## config.mk

```make
export PLATFORM = sky130hd
export DESIGN_NAME = prsc_top
export DESIGN_NICKNAME = d
export VERILOG_FILES = /design/src/prsc_top.v /design/src/prsc_act_mon.v
export VERILOG_INCLUDE_DIRS = /design/src
export SDC_FILE = /design/constraint.sdc
export NUM_CORES = 1
export LEC_CHECK = 0
export BUFFER_PORTS_ARGS = -buffer_cell sky130_fd_sc_hd__buf_2
export CAP_MARGIN = 20
export CORE_MARGIN = 3
export CORE_UTILIZATION = 30
export CTS_CLUSTER_DIAMETER = 40
export DETAILED_ROUTE_END_ITERATION = 10
export PLACE_DENSITY = 0.48
export SLEW_MARGIN = 20
export SYNTH_ARGS = -nofsm -noshare
export SYNTH_HDL_FRONTEND = slang
export SYNTH_SLANG_ARGS = --single-unit
```

## constraint.sdc

```tcl
create_clock -name clk_i -period 2.16 [get_ports clk_i]
set_clock_uncertainty 0.15 [all_clocks]
set_input_delay 0.108 -clock clk_i [delete_from_list [all_inputs] [get_ports clk_i]]
set_output_delay 0.108 -clock clk_i [all_outputs]
set_load 0.02 [all_outputs]
```

## src/prsc_map.vh

```
// Register map and field constants for the loop reference select control
// Assumes a 32-bit classic Wishbone slave with word addressing on byte offsets
`ifndef PRSC_MAP_VH
`define PRSC_MAP_VH
`define PRSC_OFS_OPMODE 4'h0
`define PRSC_OFS_STATUS 4'h4
`define PRSC_OFS_CTRL 4'h8
`define PRSC_OPMODE_RST 16'h0000
`define PRSC_OPMODE_MASK 16'h009b
`define PRSC_BIT_FREE 0
`define PRSC_BIT_SEL 1
`define PRSC_FREQ_LSB 3
`define PRSC_FREQ_MSB 4
`define PRSC_BIT_INV 7
`define PRSC_CTRL_HOLD_BIT 14
`define PRSC_CTRL_RST 16'h0000
`define PRSC_FREQ_8K 2'h0
`define PRSC_FREQ_1544K 2'h1
`define PRSC_FREQ_2048K 2'h2
`define PRSC_FREQ_RSVD 2'h3
`define PRSC_CK_TIMEOUT 8'h40
`define PRSC_FP_TIMEOUT 20'h0c350
`endif

```

## src/prsc_top.v

```verilog
// Loop reference select control: operation-mode register, source mux, frame marker
// Assumes frame pulse, serial clock and reference pin are synchronous to clk_i
`timescale 1ns/1ps
`include "prsc_map.vh"
////////////////////////////////////////////////////////////////////////////////
// Function
// - Frequency code 00 is 8 kHz, 01 1.544 MHz, 10 2.048 MHz, 11 reserved
// - Select bit low takes dedicated pin, high takes internal 8 kHz
// - Internal 8 kHz made from frame pulse and serial clock, marks frames
// - Missing frame pulse or serial clock blocks serial stream input data
module prsc_top #(
  parameter CK_W = 8,
  parameter FP_W = 20,
  parameter [FP_W-1:0] FP_TIMEOUT = `PRSC_FP_TIMEOUT
) (
  input wire clk_i,
  input wire rst_i,
  input wire cyc_i,
  input wire stb_i,
  input wire we_i,
  input wire [3:0] adr_i,
  input wire [3:0] sel_i,
  input wire [31:0] dat_i,
  output reg [31:0] dat_o,
  output reg ack_o,
  output wire err_o,
  input wire ref_pin_i,
  input wire frame_pulse_in_i,
  input wire serial_clock_in_i,
  input wire [15:0] serial_stream_inputs_i,
  output reg loop_ref_o,
  output reg [1:0] ref_freq_code_o,
  output reg free_run_o,
  output reg master_track_o,
  output reg stream_accept_o,
  output reg [15:0] stream_data_o
);
  ////////////////////////////////////////////////////////////////////////////////
  // Registers
  reg [15:0] pll_operation_mode_reg;
  reg [15:0] ctrl_reg;
  reg lost_seen;
  reg [15:0] next_mode;
  reg [15:0] next_ctrl;
  reg next_lost;
  reg [31:0] next_rdata;
  reg next_loop_ref;
  reg [1:0] next_freq_code;
  reg next_free_run;
  reg [15:0] next_stream;
  ////////////////////////////////////////////////////////////////////////////////
  // Decode
  wire [15:0] mode_mask;
  wire ck_alive;
  wire fp_alive;
  wire fp_edge;
  wire req;
  wire wr_req;
  wire rd_req;
  wire hit_mode;
  wire hit_stat;
  wire hit_ctrl;
  wire mapped;
  wire sel_int;
  wire [1:0] freq;
  wire bad_freq;
  wire pin_ref;
  wire int_ref;
  wire free_req;
  wire inputs_ok;
  wire lost_now;
  wire lost_clear;
  wire [5:0] status;
  assign mode_mask = `PRSC_OPMODE_MASK;
  assign req = cyc_i & stb_i & ~ack_o;
  assign wr_req = req & we_i;
  assign rd_req = req & ~we_i;
  assign hit_mode = adr_i == `PRSC_OFS_OPMODE;
  assign hit_stat = adr_i == `PRSC_OFS_STATUS;
  assign hit_ctrl = adr_i == `PRSC_OFS_CTRL;
  assign mapped = hit_mode | hit_stat | hit_ctrl;
  assign sel_int = pll_operation_mode_reg[`PRSC_BIT_SEL];
  assign freq = pll_operation_mode_reg[`PRSC_FREQ_MSB:`PRSC_FREQ_LSB];
  assign bad_freq = (freq == `PRSC_FREQ_RSVD) | (sel_int & (freq != `PRSC_FREQ_8K));
  assign pin_ref = ref_pin_i ^ pll_operation_mode_reg[`PRSC_BIT_INV];
  assign int_ref = fp_edge & ck_alive;
  assign free_req = pll_operation_mode_reg[`PRSC_BIT_FREE] & ~ctrl_reg[`PRSC_CTRL_HOLD_BIT];
  assign inputs_ok = ck_alive & fp_alive;
  assign lost_now = sel_int & ~inputs_ok;
  assign lost_clear = wr_req & hit_stat & sel_i[0] & dat_i[0];
  assign status = {stream_accept_o, loop_ref_o, fp_alive, ck_alive, bad_freq, lost_seen};
  assign err_o = 1'b0;
  ////////////////////////////////////////////////////////////////////////////////
  // Activity monitors
  prsc_act_mon #(.W(CK_W)) u_ck_mon (
    .clk_i(clk_i),
    .rst_i(rst_i),
    .sig_i(serial_clock_in_i),
    .limit_i(`PRSC_CK_TIMEOUT),
    .alive_o(ck_alive),
    .edge_o()
  );
  prsc_act_mon #(.W(FP_W)) u_fp_mon (
    .clk_i(clk_i),
    .rst_i(rst_i),
    .sig_i(frame_pulse_in_i),
    .limit_i(FP_TIMEOUT),
    .alive_o(fp_alive),
    .edge_o(fp_edge)
  );
  ////////////////////////////////////////////////////////////////////////////////
  // Mode register next state
  always @* begin
    next_mode = pll_operation_mode_reg;
    if (wr_req && hit_mode && sel_i[0]) begin
      // Select and frequency bits stored independently
      next_mode[7:0] = dat_i[7:0] & mode_mask[7:0];
    end
  end
  ////////////////////////////////////////////////////////////////////////////////
  // Control register next state
  always @* begin
    next_ctrl = ctrl_reg;
    if (wr_req && hit_ctrl) begin
      if (sel_i[0]) begin
        next_ctrl[7:0] = dat_i[7:0];
      end
      if (sel_i[1]) begin
        next_ctrl[15:8] = dat_i[15:8];
      end
    end
  end
  ////////////////////////////////////////////////////////////////////////////////
  // Lost-source flag, set wins over clear
  always @* begin
    next_lost = lost_seen;
    if (lost_now) begin
      next_lost = 1'b1;
    end else if (lost_clear) begin
      next_lost = 1'b0;
    end
  end
  ////////////////////////////////////////////////////////////////////////////////
  // Read data
  always @* begin
    next_rdata = dat_o;
    if (rd_req) begin
      if (!mapped) begin
        next_rdata = 32'h00000000;
      end else if (hit_mode) begin
        next_rdata = {16'h0000, pll_operation_mode_reg};
      end else if (hit_stat) begin
        next_rdata = {{26{1'b0}}, status};
      end else begin
        next_rdata = {16'h0000, ctrl_reg};
      end
    end
  end
  ////////////////////////////////////////////////////////////////////////////////
  // Reference selection
  always @* begin
    if (sel_int) begin
      next_loop_ref = int_ref;
      next_freq_code = `PRSC_FREQ_8K;
    end else begin
      next_loop_ref = pin_ref;
      next_freq_code = freq;
    end
  end
  ////////////////////////////////////////////////////////////////////////////////
  // Free run and stream capture
  always @* begin
    next_free_run = free_req;
    next_stream = stream_data_o;
    if (inputs_ok) begin
      next_stream = serial_stream_inputs_i;
    end
  end
  ////////////////////////////////////////////////////////////////////////////////
  // Bus registers
  always @(posedge clk_i) begin
    if (rst_i) begin
      pll_operation_mode_reg <= `PRSC_OPMODE_RST;
      ctrl_reg <= `PRSC_CTRL_RST;
      lost_seen <= 1'b0;
      ack_o <= 1'b0;
      dat_o <= 32'h00000000;
    end else begin
      pll_operation_mode_reg <= next_mode;
      ctrl_reg <= next_ctrl;
      lost_seen <= next_lost;
      ack_o <= req;
      dat_o <= next_rdata;
    end
  end
  ////////////////////////////////////////////////////////////////////////////////
  // Reference outputs
  always @(posedge clk_i) begin
    if (rst_i) begin
      loop_ref_o <= 1'b0;
      ref_freq_code_o <= `PRSC_FREQ_8K;
      free_run_o <= 1'b0;
      master_track_o <= 1'b0;
    end else begin
      loop_ref_o <= next_loop_ref;
      ref_freq_code_o <= next_freq_code;
      free_run_o <= next_free_run;
      master_track_o <= ~next_free_run;
    end
  end
  ////////////////////////////////////////////////////////////////////////////////
  // Stream outputs
  always @(posedge clk_i) begin
    if (rst_i) begin
      stream_accept_o <= 1'b0;
      stream_data_o <= 16'h0000;
    end else begin
      stream_accept_o <= inputs_ok;
      stream_data_o <= next_stream;
    end
  end
endmodule // prsc_top

```

## src/prsc_act_mon.v

```verilog
// Activity monitor: flags a signal as lost when no edge is seen for a time
// Assumes the watched level is synchronous to clk_i
`timescale 1ns/1ps
module prsc_act_mon #(
  parameter W = 20
) (
  input wire clk_i,
  input wire rst_i,
  input wire sig_i,
  input wire [W-1:0] limit_i,
  output reg alive_o,
  output wire edge_o
);
  reg prev;
  reg [W-1:0] cnt;
  assign edge_o = sig_i & ~prev;
  always @(posedge clk_i) begin
    if (rst_i) begin
      prev <= 1'b0;
      cnt <= {W{1'b0}};
      alive_o <= 1'b0;
    end else begin
      prev <= sig_i;
      if (sig_i != prev) begin
        cnt <= {W{1'b0}};
        alive_o <= 1'b1;
      end else if (cnt >= limit_i) begin
        alive_o <= 1'b0;
      end else begin
        cnt <= cnt + {{(W-1){1'b0}}, 1'b1};
      end
    end
  end
endmodule // prsc_act_mon

```

# Word level (Yosys, flattened, before mapping)
# Cells that the tools add are included.
[op_classes]
addsub = 2
n_lt_le_gt_ge = 2
n_eq_ne = 5
muxes = 10
bitwise_logic = 23
reduce_logical = 13
[ops]
columns = ["operator", "count"]
rows = [
  ["$mux 16", 3],
  ["$add 20x1->20 const B", 1],
  ["$ge 20x16->1 const B", 1],
  ["$and 1x1->1", 13],
  ["$add 8x1->8 const B", 1],
  ["$ge 8x7->1 const B", 1],
  ["$reduce_bool 2->1", 4],
  ["$mux 1", 7],
  ["$not 1->1", 6],
  ["$reduce_or 2->1", 3],
  ["$eq 4x3->1 const B", 1],
  ["$eq 4x4->1 const B", 1],
  ["$logic_not 4->1", 1],
  ["$reduce_and 2->1", 2],
  ["$logic_and 1x1->1", 3],
  ["$or 1x1->1", 3],
  ["$eq 2x2->1 const B", 1],
  ["$ne 1x1->1", 2],
  ["$xor 1x1->1", 1],
]
[totals]
register_bits = 109

# Longest topological paths before layout
[logic_depth]
ltp_word = 8
depth_mapped = 6
depth_no_buf = 5

# Hierarchy
# From an unflattened synthesis, not the netlist that was laid out.
[unflattened]
cells_unflattened = 536
hier_area_um2 = 4698.3
[by_module_without_submodules]
columns = ["module", "n_inst", "cells_each", "area_each_um2", "seq_area_each_um2"]
rows = [
  ["prsc_top", 1, 267, 2443.6, 1221.2],
  ["prsc_act_mon at u_fp_mon", 1, 194, 1610.3, 440.4],
  ["prsc_act_mon at u_ck_mon", 1, 75, 644.4, 200.2],
]

# Worst setup path after synthesis
# No wires, ideal clock.
[synth_timing]
path_type = "reg-to-reg"
from = "register u_fp_mon.cnt[11]"
to = "register u_fp_mon.cnt[6]"
setup_time_ns = 0.070
t_arrival_ns = 1.510
path_slack_ns = 0.429
path_stages_with_launch = 6
n_path_buf = 1
path_cell_list = "dfxtp_1 -> nor4_1 -> o21ai_1 -> buf_2 -> or4_1 -> a21oi_1"
[synth_between]
elab_chain_len = 1
[synth_rtl]
columns = ["item", "line_no", "rtl"]
rows = [
  ["start: declaration", "prsc_act_mon.v:15", "reg [W-1:0] cnt;"],
  ["start signal: assignment", "prsc_act_mon.v:20", "cnt <= {W{1'b0}};"],
  ["start signal: assignment", "prsc_act_mon.v:25", "cnt <= {W{1'b0}};"],
  ["start signal: assignment", "prsc_act_mon.v:30", "cnt <= cnt + {{(W-1){1'b0}}, 1'b1};"],
  ["$ge 20x16->1", "prsc_act_mon.v:27", "end else if (cnt >= limit_i) begin"],
]
# No other way between the ends.
# A chain may end at the register's enable or synchronous reset.

# Final worst setup path
[layout_timing]
from = "register u_ck_mon.alive_o"
to = "register stream_data_o[6]"
[layout_between]
elab_chain_len = 1
[layout_rtl]
columns = ["item", "line_no", "rtl"]
rows = [
  ["start: declaration", "prsc_act_mon.v:11", "output reg alive_o,"],
  ["start signal: assignment", "prsc_act_mon.v:21", "alive_o <= 1'b0;"],
  ["start signal: assignment", "prsc_act_mon.v:26", "alive_o <= 1'b1;"],
  ["start signal: assignment", "prsc_act_mon.v:28", "alive_o <= 1'b0;"],
  ["$and 1x1->1", "prsc_top.v:88", "assign inputs_ok = ck_alive & fp_alive;"],
  ["end signal: assignment", "prsc_top.v:219", "stream_data_o <= next_stream;"],
  ["end: declaration", "prsc_top.v:36", "output reg [15:0] stream_data_o"],
]
# No other way between the ends.

==> impl_results.md <==
* Die ar. at 0.0144 sq mm
* Final hold violation count at 0
* Die X at 120 microns
* Routed WL per cell at 12.9 microns
* Max reg flops at 20
* Syn avg cell area at 8.80 sq um
* Post-route DRC at 0
* Critical path required time at 2.23 ns
* Commonest cells post-synth: 93 x dfxtp_1, 73 x nand2_1, 51 x a21oi_1
* Largest stage delay on the critical path at 0.56 ns
* Clk_lat worst skew at 0.33 ns
* Post-layout util at 41.8%
* Leak at 2.16 nW
* Clock transition at the registers of the reported paths at 0.07 ns
* Fraction of layout cells with a size suffix above 1 at 20.1%
* Area grow syn2layout at 32.9%
* Cell mode on critical path: nand2_1
* Wirelength, routed at 9.52 mm
* Drt first pass iters at 6
* Worst hold start: adr_i[1]
* Post-synth EDFFs at 0
* Std cell rows at 40
* Critical path's slowest cell: dlygate4sd3_1
* Post-synth top flop: dfxtp_1
* Largest net degree at the start of global routing at 57
* Post-synth top area cell: dfxtp_1
* TritonCTS Buffers at 9
* PwrDens at 672 mW/mm^2
* Slew Viols, Final at 0
* Via density at 4.66
* Clock root buffer: clkbuf_16
* Arrival time at the worst endpoint at 2.01 ns
* DRT iter0 DRCs at 146
* ANT nets after route at 0
* Largest Register: u_fp_mon.cnt
* Fmax at 515 MHz
* RSZ-0062 raised after global routing: no
* I/O pin count at 120
* H-Tree Depth at 3
* Starting Density at 31.5%
* Initial antenna violation count at 0
* PortBufs at 84
* Distinct cells, synth at 46
* CP Class: flop to flop
* Post-synth top area share at 47.8%
* Nets at 637
* Vias in the first global route at 3294
* Maxcap violations at 0
* Crit path time final at 1.94 ns
* Asr flop ratio synth at 0%
* Reg-to-Reg Start: u_ck_mon.alive_o$_SDFFE_PP0P_
* Leading post-synthesis cells by cell area: dfxtp_1 48%, nand2_1 7.0%, mux2i_1 6.7%
* Die height at 120 microns
* Mapped Cells at 442
* # Post-CTS Setup Buffers at 0
* CTS sink cnt at 93
* Critical path launch point: u_ck_mon.alive_o$_SDFFE_PP0P_
* First-pass GRT wire length at 15.8 mm
* Synth Register Bits at 93
* Gp weighted congestion at 0.735
* Startpoint types: flop
* Mapped cell area at 0.00389 sq mm
* DP HPWL at 6.60 mm
* All-Layer GR Usage at 13.4%
* Max Buffers Root-to-Sink at 2
* CP Max Fanout at 18
* Post-synthesis sequential area ratio at 47.8%
* Worst setup EP type: flop
* Final setup TNS at 0 ns
* Worst Hold Class: input port to flop
* Total grt overflow at 0
* CORE AREA at 0.0124 sq mm
* Crit share post-route at 89.9%
* Status: completed
* Ant. Diodes at 0
* Synthesis Warnings at 0
* Slew margin rel. at 56.2%
* Most numerous cell in the Yosys netlist: dfxtp_1
* Slew of the pin with the lowest slew margin at 0.657 ns
* DR vias at 3455
* Final Setup Violations at 0
* Cell Chain, Critical Path: nand2_1 -> nand2_1 -> a21oi_1 -> dlygate4sd3_1
* IR drop worst, VDD at 0.368 mV
* CTS tree: done
* Hold slack at 0.0160 ns
==> cell usage in the layout, fill, tap and decap left out, types with 4 or more instances in the layout <==
cell / netlist / final
a21oi_1: 51 / 51
and2_1: 6 / 5
and3_1: 4 / 4
buf_2: 5 / 84
buf_4: 17 / 10
clkbuf_16: 0 / 9
clkinv_2: 0 / 4
conb_1: 1 / 17
dfxtp_1: 93 / 93
dlygate4sd3_1: 0 / 45
ha_1: 4 / 4
inv_1: 7 / 7
mux2i_1: 26 / 26
nand2_1: 73 / 73
nand2b_1: 5 / 5
nand3_1: 15 / 15
nand4_1: 7 / 7
nor2_1: 32 / 32
nor3b_1: 4 / 4
nor4_1: 4 / 4
o21a_1: 4 / 4
o21ai_0: 5 / 5
o31ai_1: 12 / 12
or4_1: 11 / 11
xor2_1: 4 / 4
==> cell families after synthesis <==
kind of cell,count (synthesis),synth area share (%)
compound gates,84,12.8
xor+xnor,7,1.58
fa+ha+maj,4,1.29
buf+inv,47,6.33
flops,93,47.8
mux,26,6.69
other cells,1,0.0964
simple gates,180,23.3
==> final cells by class <==
cell class | count | area (sq um)
clock buffers | 10 | 229
clock inverters | 5 | 28.8
fillers | 1256 | 7190
inverters | 7 | 26.3
multi-input cells | 318 | 1850
flip-flops and latches | 93 | 1860
well taps | 168 | 210
repair buffers | 140 | 966
==> metal layers <==
metal | part of all wire (%) | track usage [%] | up-vias
met5 | 0 | 0 | -
met4 | 1.5 | 4.44 | 0
met3 | 3.7 | 3.25 | 10
met2 | 48 | 22.7 | 71
met1 | 47 | 16.8 | 1615
li1 | - | - | 1759
==> worst paths after layout <==
path,cells after the start,end,slack [ns]
setup / recovery,4,stream_data_o[6]$_SDFFE_PP0P_,0.22
hold / removal,4,dat_o[7]$_SDFFE_PP0P_,0.02
setup reg to reg,4,stream_data_o[6]$_SDFFE_PP0P_,0.22
hold reg to reg,2,stream_data_o[7]$_SDFFE_PP0P_,0.30
==> critical path, delay by kind of cell (launching register included) <==
kind / cells / cell delay [ns]
compound gates: 1 / 0.08
buf+inv: 1 / 0.56
flops: 1 / 0.43
simple gates: 2 / 0.61
==> power by group <==
part / internal, mW / leakage, nW / switching [mW]
combinational: 0.138 / 1.28 / 0.179
sequential: 1.74 / 0.753 / 0.0191
clock: 0.767 / 0.132 / 0.630
==> metrics by stage <==
stage	area, sq um	worst slack (ns)	total power, mW	cells
global route	5170	0.0517	3.65	741
finish	5170	0.218	3.48	741
CTS	5170	0.158	3.53	741
floorplan	3950	0.429	1.97	458
global placement	4460	0.298	2.05	681
detailed placement	4460	0.242	2.06	681
==> what timing repair did <==
item	4_1_cts	5_1_grt
endpoints found under the setup margin	0	1
hold buffers	45	0
endpoints found under the hold margin	42	0
gates resized for setup	0	1
No activity file was read; power rests on OpenSTA's default activity.
